**src/pkg/upm_pkg.sv**
```systemverilog
// package: constants and types for the unattached switch port controller
package upm_pkg;
    // port modes from the switch port control mode field
    typedef enum logic [2:0] {
        UPM_MODE_DISABLED   = 3'h0,
        UPM_MODE_UNATTACHED = 3'h1,
        UPM_MODE_UPSTREAM   = 3'h2,
        UPM_MODE_DOWNSTREAM = 3'h3
    } upm_mode_t;

    // link training state as seen by this block
    typedef enum logic [1:0] {
        UPM_LT_DETECT   = 2'h0,
        UPM_LT_TRAINING = 2'h1,
        UPM_LT_L0       = 2'h2
    } upm_lt_t;

    // received transaction kinds
    typedef enum logic [1:0] {
        UPM_RX_CFG  = 2'h0,
        UPM_RX_REQ  = 2'h1,
        UPM_RX_NPR  = 2'h2,
        UPM_RX_CPL  = 2'h3
    } upm_rx_t;

    // completion status
    typedef enum logic [2:0] {
        UPM_CPL_SC  = 3'h0,
        UPM_CPL_UR  = 3'h1,
        UPM_CPL_CRS = 3'h2
    } upm_cpl_t;

    localparam int        UPM_MODE_W      = 3;
    localparam int        UPM_REG_AW      = 6;
    localparam int        UPM_CFG_AW      = 10;
    localparam int        UPM_GAS_DEPTH   = 64;
    localparam logic [9:0] UPM_GASA_ADDR_OFS = 10'h0FE;
    localparam logic [9:0] UPM_GASA_DATA_OFS = 10'h0FF;
    localparam logic [31:0] UPM_DATA_RST  = 32'h0000_0000;
    localparam logic [5:0] UPM_ADDR_RST   = 6'h00;
    localparam logic [2:0] UPM_MODE_RST   = 3'h0;
endpackage

```
**src/design/upm_regmem.sv**
```systemverilog
// file: small register memory behind the global address space access window
`timescale 1ns/1ps
module upm_regmem
    import upm_pkg::*;
(
    input  wire logic                  clock_i,   // core clock
    input  wire logic                  wr_en_i,   // write strobe
    input  wire logic [UPM_REG_AW-1:0] addr_i,    // word address
    input  wire logic [31:0]           wdata_i,   // write data
    output logic      [31:0]           rdata_o    // registered read data
);
    logic [31:0] mem [UPM_GAS_DEPTH];

    always_ff @(posedge clock_i) begin
        if (wr_en_i) begin
            mem[addr_i] <= wdata_i;
        end
        rdata_o <= mem[addr_i];
    end
endmodule // upm_regmem

```
**src/design/upm_port.sv**
```systemverilog
// file: one switch port running in unattached mode
`timescale 1ns/1ps
module upm_port
    import upm_pkg::*;
(
    input  wire logic                  clock_i,                    // core clock 100 MHz
    input  wire logic                  sys_rst_i,                  // fundamental reset, sync high
    input  wire logic [UPM_MODE_W-1:0] switch_port_control_i,      // mode field of port control
    input  wire logic [UPM_MODE_W-1:0] boot_mode_i,                // boot configuration vector pins
    input  wire logic                  phy_rx_detect_i,            // receiver detected (pin)
    input  wire logic                  phy_trained_i,              // training done (pin)
    input  wire logic                  aspm_enter_i,               // ASPM entry request
    input  wire logic                  dstate_low_i,               // low D-state requested
    input  wire logic                  partition_reset_in_n_i,     // partition reset pin
    input  wire logic                  hotplug_attention_button_n_i, // hot-plug input
    input  wire logic                  hotplug_latch_sense_n_i,    // hot-plug input
    input  wire logic                  hotplug_presence_detect_n_i, // hot-plug input
    input  wire logic                  hotplug_power_fault_n_i,    // hot-plug input
    input  wire logic                  hotplug_power_good_n_i,     // hot-plug input
    input  wire logic                  rx_valid_i,                 // received tlp strobe
    input  wire upm_rx_t               rx_kind_i,                  // received tlp kind
    input  wire logic                  rx_write_i,                 // config write
    input  wire logic [UPM_CFG_AW-1:0] rx_cfg_addr_i,              // config register dword offset
    input  wire logic [31:0]           rx_wdata_i,                 // config write data
    output logic                       serdes_en_o,                // transceiver enable
    output logic                       link_activity_out_n_o,      // activity, low active
    output logic                       link_up_out_n_o,            // link up, low active
    output logic                       hotplug_attention_indicator_o, // negated
    output logic                       hotplug_interlock_out_o,    // negated
    output logic                       hotplug_power_enable_o,     // negated
    output logic                       hotplug_power_indicator_o,  // negated
    output logic                       hotplug_slot_reset_n_o,     // asserted (low)
    output logic                       pm_msg_o,                   // pm message request
    output logic                       int_msg_o,                  // intx/msi request
    output logic                       err_msg_o,                  // error message request
    output logic                       cpl_valid_o,                // completion strobe
    output upm_cpl_t                   cpl_status_o,               // completion status
    output logic [31:0]                cpl_data_o,                 // completion data
    output logic                       fc_return_o,                // credit return strobe
    output logic                       ur_status_o,                // sticky unsupported request
    output logic                       unexp_cpl_o                 // sticky unexpected completion
);
    // ********************
    // input synchronisers
    // ********************
    logic [1:0]            det_s, trn_s;
    logic [UPM_MODE_W-1:0] boot_s0, boot_s1;
    always_ff @(posedge clock_i) begin
        det_s   <= {det_s[0], phy_rx_detect_i};
        trn_s   <= {trn_s[0], phy_trained_i};
        // boot straps are pins too, so they get the same two stages
        boot_s0 <= boot_mode_i;
        boot_s1 <= boot_s0;
    end

    // ********************
    // mode capture
    // ********************
    upm_mode_t boot_mode, next_boot_mode;
    logic      unatt;
    always_comb begin
        next_boot_mode = boot_mode;
        if (sys_rst_i) begin
            next_boot_mode = upm_mode_t'(boot_s1);
        end
    end
    always_ff @(posedge clock_i) begin
        boot_mode <= next_boot_mode;
    end
    // boot vector kept for other modes; unattached decided by the control field
    assign unatt = (upm_mode_t'(switch_port_control_i) == UPM_MODE_UNATTACHED);

    // ********************
    // link training
    // ********************
    upm_lt_t lt, next_lt;
    always_comb begin
        next_lt = lt;
        case (lt)
            UPM_LT_DETECT:   next_lt = det_s[1] ? UPM_LT_TRAINING : UPM_LT_DETECT;
            UPM_LT_TRAINING: next_lt = trn_s[1] ? UPM_LT_L0 : (det_s[1] ? UPM_LT_TRAINING : UPM_LT_DETECT);
            // aspm and d-state requests have no path out of L0
            UPM_LT_L0:       next_lt = det_s[1] ? UPM_LT_L0 : UPM_LT_DETECT;
            default:         next_lt = UPM_LT_DETECT;
        endcase
        if (!unatt) begin
            next_lt = UPM_LT_DETECT;
        end
    end
    always_ff @(posedge clock_i) begin
        if (sys_rst_i) begin
            lt <= UPM_LT_DETECT;
        end else begin
            lt <= next_lt;
        end
    end

    // ********************
    // pins
    // ********************
    logic next_serdes, next_act_n, next_up_n;
    always_comb begin
        next_serdes = unatt;
        next_up_n   = !(unatt && lt == UPM_LT_L0);
        next_act_n  = !(unatt && lt == UPM_LT_L0 && rx_valid_i);
    end
    always_ff @(posedge clock_i) begin
        if (sys_rst_i) begin
            serdes_en_o           <= 1'b0;
            link_up_out_n_o       <= 1'b1;
            link_activity_out_n_o <= 1'b1;
        end else begin
            serdes_en_o           <= next_serdes;
            link_up_out_n_o       <= next_up_n;
            link_activity_out_n_o <= next_act_n;
        end
    end
    // hot-plug, partition and message logic is not built: isolation by construction
    always_ff @(posedge clock_i) begin
        hotplug_attention_indicator_o <= 1'b0;
        hotplug_interlock_out_o       <= 1'b0;
        hotplug_power_enable_o        <= 1'b0;
        hotplug_power_indicator_o     <= 1'b0;
        hotplug_slot_reset_n_o        <= 1'b0;
        pm_msg_o                      <= 1'b0;
        int_msg_o                     <= 1'b0;
        err_msg_o                     <= 1'b0;
    end

    // ********************
    // tlp handling
    // ********************
    logic [UPM_REG_AW-1:0] gas_addr, next_gas_addr;
    logic       take, hit_a, hit_d, mem_wr;
    logic       next_cv, next_fc, next_ur, next_uc, pend_rd, next_pend_rd;
    upm_cpl_t   next_cs;
    logic [31:0] next_cd, mem_rd;

    assign take  = rx_valid_i && unatt && lt == UPM_LT_L0;
    assign hit_a = rx_cfg_addr_i == UPM_GASA_ADDR_OFS;
    assign hit_d = rx_cfg_addr_i == UPM_GASA_DATA_OFS;
    assign mem_wr = take && rx_kind_i == UPM_RX_CFG && hit_d && rx_write_i;

    upm_regmem u_mem (
        .clock_i (clock_i),
        .wr_en_i (mem_wr),
        .addr_i  (gas_addr),
        .wdata_i (rx_wdata_i),
        .rdata_o (mem_rd)
    );

    always_comb begin
        next_gas_addr = gas_addr;
        next_cv = 1'b0;
        next_cs = UPM_CPL_SC;
        next_cd = cpl_data_o;
        next_fc = 1'b0;
        next_ur = ur_status_o;
        next_uc = unexp_cpl_o;
        next_pend_rd = 1'b0;
        if (pend_rd) begin
            next_cv = 1'b1;
            next_cd = mem_rd;
        end else if (take) begin
            case (rx_kind_i)
                UPM_RX_CFG: begin
                    if (hit_a) begin
                        next_cv = 1'b1;
                        next_cd = {26'h0, gas_addr};
                        if (rx_write_i) begin
                            next_gas_addr = rx_wdata_i[UPM_REG_AW-1:0];
                        end
                    end else if (hit_d) begin
                        next_cv = rx_write_i;
                        next_pend_rd = !rx_write_i;
                        next_cd = 32'h0000_0000;
                    end else begin
                        next_cv = 1'b1;
                        next_cs = UPM_CPL_CRS;
                        next_cd = 32'h0000_0000;
                    end
                end
                UPM_RX_REQ: next_ur = 1'b1;
                UPM_RX_NPR: begin
                    next_ur = 1'b1;
                    next_cv = 1'b1;
                    next_cs = UPM_CPL_UR;
                end
                UPM_RX_CPL: begin
                    next_uc = 1'b1;
                    next_fc = 1'b1;
                end
                default: next_cv = 1'b0;
            endcase
        end
    end
    always_ff @(posedge clock_i) begin
        if (sys_rst_i) begin
            gas_addr     <= UPM_ADDR_RST;
            cpl_valid_o  <= 1'b0;
            cpl_status_o <= UPM_CPL_SC;
            cpl_data_o   <= UPM_DATA_RST;
            fc_return_o  <= 1'b0;
            ur_status_o  <= 1'b0;
            unexp_cpl_o  <= 1'b0;
            pend_rd      <= 1'b0;
        end else begin
            gas_addr     <= next_gas_addr;
            cpl_valid_o  <= next_cv;
            cpl_status_o <= next_cs;
            cpl_data_o   <= next_cd;
            fc_return_o  <= next_fc;
            ur_status_o  <= next_ur;
            unexp_cpl_o  <= next_uc;
            pend_rd      <= next_pend_rd;
        end
    end

    // ********************
    // checks
    // ********************
    retry_cpl_a: assert property (@(posedge clock_i) disable iff (sys_rst_i)
        take && rx_kind_i == UPM_RX_CFG && !hit_a && !hit_d && !pend_rd
        |=> cpl_valid_o && cpl_status_o == UPM_CPL_CRS) else $error("retry completion missing");
    data_read_a: assert property (@(posedge clock_i) disable iff (sys_rst_i)
        take && rx_kind_i == UPM_RX_CFG && hit_d && !rx_write_i && !pend_rd
        |=> !cpl_valid_o ##1 cpl_valid_o && cpl_status_o == UPM_CPL_SC) else $error("data read late");
    ur_np_a: assert property (@(posedge clock_i) disable iff (sys_rst_i)
        take && rx_kind_i == UPM_RX_NPR && !pend_rd |=> ur_status_o && cpl_status_o == UPM_CPL_UR)
        else $error("unsupported not flagged");
    cpl_drop_a: assert property (@(posedge clock_i) disable iff (sys_rst_i)
        take && rx_kind_i == UPM_RX_CPL && !pend_rd |=> fc_return_o && unexp_cpl_o && !cpl_valid_o)
        else $error("completion not dropped");
    link_up_a: assert property (@(posedge clock_i) disable iff (sys_rst_i)
        $rose(lt == UPM_LT_L0) |=> !link_up_out_n_o) else $error("link up not shown");
    no_msg_a: assert property (@(posedge clock_i) disable iff (sys_rst_i)
        !pm_msg_o && !int_msg_o && !err_msg_o) else $error("message emitted");
    hp_neg_a: assert property (@(posedge clock_i) disable iff (sys_rst_i)
        ##1 !hotplug_power_enable_o && !hotplug_attention_indicator_o) else $error("hot-plug driven");
    l0_hold_a: assert property (@(posedge clock_i) disable iff (sys_rst_i)
        lt == UPM_LT_L0 && det_s[1] && unatt |=> lt == UPM_LT_L0) else $error("left L0");
    addr_sel_a: assert property (@(posedge clock_i) disable iff (sys_rst_i)
        take && rx_kind_i == UPM_RX_CFG && hit_a && rx_write_i && !pend_rd
        |=> gas_addr == $past(rx_wdata_i[UPM_REG_AW-1:0])) else $error("address not stored");
    cv_retry_c: cover property (@(posedge clock_i) cpl_valid_o && cpl_status_o == UPM_CPL_CRS);
    cv_read_c:  cover property (@(posedge clock_i) pend_rd);
    cv_l0_c:    cover property (@(posedge clock_i) lt == UPM_LT_L0);
endmodule // upm_port

```
**config.mk**
```make
export PLATFORM = sky130hd
export DESIGN_NAME = upm_port
export DESIGN_NICKNAME = d
export VERILOG_FILES = /design/src/pkg/upm_pkg.sv /design/src/design/upm_regmem.sv /design/src/design/upm_port.sv
export SDC_FILE = /design/constraint.sdc
export NUM_CORES = 2
export LEC_CHECK = 0
export ABC_AREA = 1
export BUFFER_PORTS_ARGS = -buffer_cell sky130_fd_sc_hd__buf_4
export CAP_MARGIN = 20
export CORE_ASPECT_RATIO = 1.5
export CORE_MARGIN = 2
export CORE_UTILIZATION = 30
export CTS_CLUSTER_DIAMETER = 120
export DETAILED_ROUTE_END_ITERATION = 16
export PLACE_DENSITY = 0.44
export REMOVE_ABC_BUFFERS = 1
export SYNTH_ARGS = -nofsm -noshare
export SYNTH_HDL_FRONTEND = slang
export SYNTH_HIERARCHICAL = 1
export SYNTH_SLANG_ARGS = --single-unit
export TNS_END_PERCENT = 5
```
**constraint.sdc**
```tcl
create_clock -name clock_i -period 6.05 [get_ports clock_i]
set_input_delay 0 -clock clock_i [delete_from_list [all_inputs] [get_ports clock_i]]
set_output_delay 0 -clock clock_i [all_outputs]
set_load 0.02 [all_outputs]
```
==> impl_metrics.yaml <==
status:
  status: "finished clean"
floorplan:
  die-area_mm2: 0.3005
  num_rows: 244
  ioPinCount: 114
  core-area_mm2: 0.2946
  die_w_um: 448.2
  start_util: 0.3014
  die_h_um: 670.3
logic_synthesis:
  syn_area_per_cell_um2: 10.14
  synth.most_common_cell: "nand2_1"
  yosysTopAreaCellShare: 0.6926
  yosys_warnings: 6
  yosysSeqAreaShare: 0.7119
  syn_area_mm2: 0.08880
  yosys-top-cells-count: "5817 x nand2_1, 2048 x edfxtp_1, 249 x buf_2"
  synth-seq-cells: 2134
  synth_area_leaders: "edfxtp_1 69%, nand2_1 25%, dfxtp_1 1.9%, buf_2 1.4%, nor2_1 0.76%"
  synth_top_flop_cell: "edfxtp_1"
  synth_cells: 8754
  synthArstFlopShare: 0
  ys_types: 31
  synth_top_area_cell: "edfxtp_1"
  synth_edf_count: 2048
place:
  portBuffers: 93
  place_area_mm2: 0.09420
  dp_hpwl_mm: 141.9
  gp_congestion: 0.7616
  dp_cells: 12490
run:
  maxCapViolCount: 0
power_and_ir_drop:
  combPwrFrac: 0.011
  pwr_density_cell_mw_per_mm2: 291.3
  internal_power_mw: 23.73
  leakage_nw: 40.67
  pwr-share-clk: 0.442
  power_mw: 29.57
  switching_power_mw: 5.844
  vdd_drop_max_uv: 199.1
  power_frac_seq: 0.547
  switching_share: 0.1976
drt:
  postRouteAntennaNets: 0
  routed_wirelength_mm: 262.3
  drc: 0
  drt_iter0_drc: 3776
  routedWlPerCell_um: 20.28
  vias: 58539
  first_pass_iters: 5
  vias_per_cell: 4.525
sta:
  tns_ps: 0
  slew_viol_final: 0
  period_share: 0.6981
  period_needed_ps: 4224
  worstMarginPinSlew_ps: 1089
  finalSetupViolCount: 0
  relSlewSlack: 0.2739
  rsz0062_at_grt: "no"
  hold_viol_final: 0
  fin_skew_ps: 32.83
  max_freq_ghz: 0.2368
hold_path:
  hold_depth: 7
  hold_path_class: "input port to flop"
global_routing:
  grt_max_degree: 181
  globalRouteTotalUtil: 0.1717
  grt_pass1_vias: 56898
  gr-total-overflow: 0
  antenna_found_initial: 7
  grt_pass1_wl_mm: 384.3
critical_path:
  cp_data_arrival_time_ps: 4720
  critPathTopFamily: "buffers and inverters"
  critical_path.max_stage_delay_ps: 890
  reg2reg_depth: 5
  crit_buf_inv: 7
  path_class: "input port to flop"
  required_ps: 6550
  ff2ff_setup_slack_ps: 1910
  r2r_end: "u_mem/mem[36][19]"
  path_depth: 13
  r2r-start: "gas_addr[2]"
  start_kind: "input port"
  crit_slowest_cell: "nor2_4"
  critical_path.endpoint: "u_mem/mem[36][19]"
  path_max_fanout: 17
  crit_path_cell_trace: "dlygate4sd3_1, buf_4, dlygate4sd3_1, inv_1, nand3_2, dlygate4sd3_1, nor2_4, nand3_2, nor2_1, buf_4, nand3_1, nor2_4, buf_4"
  endpoint_kind: "flop"
  critPathLaunch: "switch_port_control_i[1]"
cells_and_area:
  design_area_mm2: 0.1015
  final_cells: 12936
  drive_gt1_frac: 0.07000
  fin_nets: 8894
  syn2layout_area_growth_pct: 14.34
  postLayoutCoreUtil: 0.3446
clocking:
  postCtsResizedCells: 0
  path_clk_slew_ps: 60
  cts-root-buf: "clkbuf_16"
  clockBufferDepth: 4
  cts_tree: "yes"
  clock_latency_ps: 860
  cts_made_buffers: 207
  htreeDepth: 4
  clock_sinks: 2134
==> layout make-up <==
cell class,count,area (µm²)
fillers,29428,193100
flip-flops and latches,2134,63230
multi-input cells,6122,23810
clock buffers,263,5513
well taps,3936,4925
repair buffers,299,2621
clock inverters,105,1144
inverters,63,259.0
diodes,14,35.03
==> metal layers <==
metal / vias up / wire length, µm / share of wire / GRT usage
met1: 28805 / 109800 / 0.42 / 0.2120
met3: 377 / 9200 / 0.035 / 0.01811
met2: 1004 / 134700 / 0.51 / 0.3100
li1: 28351 / - / - / -
met5: - / 14 / 0.000053 / 0
met4: 2 / 8601 / 0.033 / 0.05608
==> cell usage in the layout (no fill, tap or decap), types with 12 or more instances in the layout <==
cell type      instances
buf_4                217
clkinv_1              39
nand3_1               27
clkbuf_16            209
diode_2               14
buf_12                17
dlygate4sd3_1         64
edfxtp_1            2048
inv_2                 12
a21oi_1               29
bufinv_16             26
nor2_1               118
dfxtp_1               82
clkbuf_1              46
nand2_1             5817
inv_1                 48
nor2_4                66
clkinv_2              34
==> worst min path at each step <==
stage	start	end	slack, ps
final	switch_port_control_i[2]	cpl_data_o[19]	90
after global routing	rx_valid_i	link_activity_out_n_o	110
after detailed placement	phy_trained_i	trn_s[0]	110
after floorplan	phy_rx_detect_i	det_s[0]	30
after CTS	rx_valid_i	link_activity_out_n_o	10
after global placement	phy_trained_i	trn_s[0]	110
==> power groups by stage <==
stage	sequential [mW]	clock, mW	combinational (mW)
final	16.2	13.1	0.321
after global routing	16.2	13.9	0.355
after CTS	16.2	13.5	0.334
after detailed placement	16.5	0	0.304
after global placement	16.5	0	0.293
after floorplan	16.5	0	0.0154
==> flip-flops by register name, indices dropped and copies added, names as in the netlist, 2 cells and up <==
register       flops
cpl_data_o        32
det_s              2
u_mem/rdata_o     32
lt                 2
trn_s              2
u_mem/mem       2048
gas_addr           6
cpl_status_o       2
==> timing repair <==
item	4_1_cts	5_1_grt
hold buffers	64	0
buffers inserted	0	0
endpoints found under the hold margin	2100	0
==> per-stage QoR <==
| step | setup WS [ps] | hold WS [ps] |
|---|---|---|
| floorplan | -58240 | 27.72 |
| global placement | 1899 | 108.4 |
| detailed placement | 1799 | 110.8 |
| CTS | 1773 | 12.19 |
| global route | 1613 | 107.9 |
| finish | 1826 | 88.63 |
==> kinds of logic after synthesis <==
| group | count (synthesis) | share of synthesized area |
|---|---|---|
| adder cells (fa/ha/maj) | 3 | 0.0004227 |
| buffers and inverters | 506 | 0.02625 |
| AND/OR/NAND/NOR | 6066 | 0.2587 |
| AO/OA/AOI/OAI | 44 | 0.002635 |
| flip-flops | 2134 | 0.7119 |
| other | 1 | 0.00004223 |
==> tightest hold or removal path: cells and delay by family <==
kind                   cells  cell delay (ps)
buffers and inverters      1               80
and+or+nand+nor            5              690
AOI/OAI and AO/OA          1              110
(Power assumes the default switching activity.)
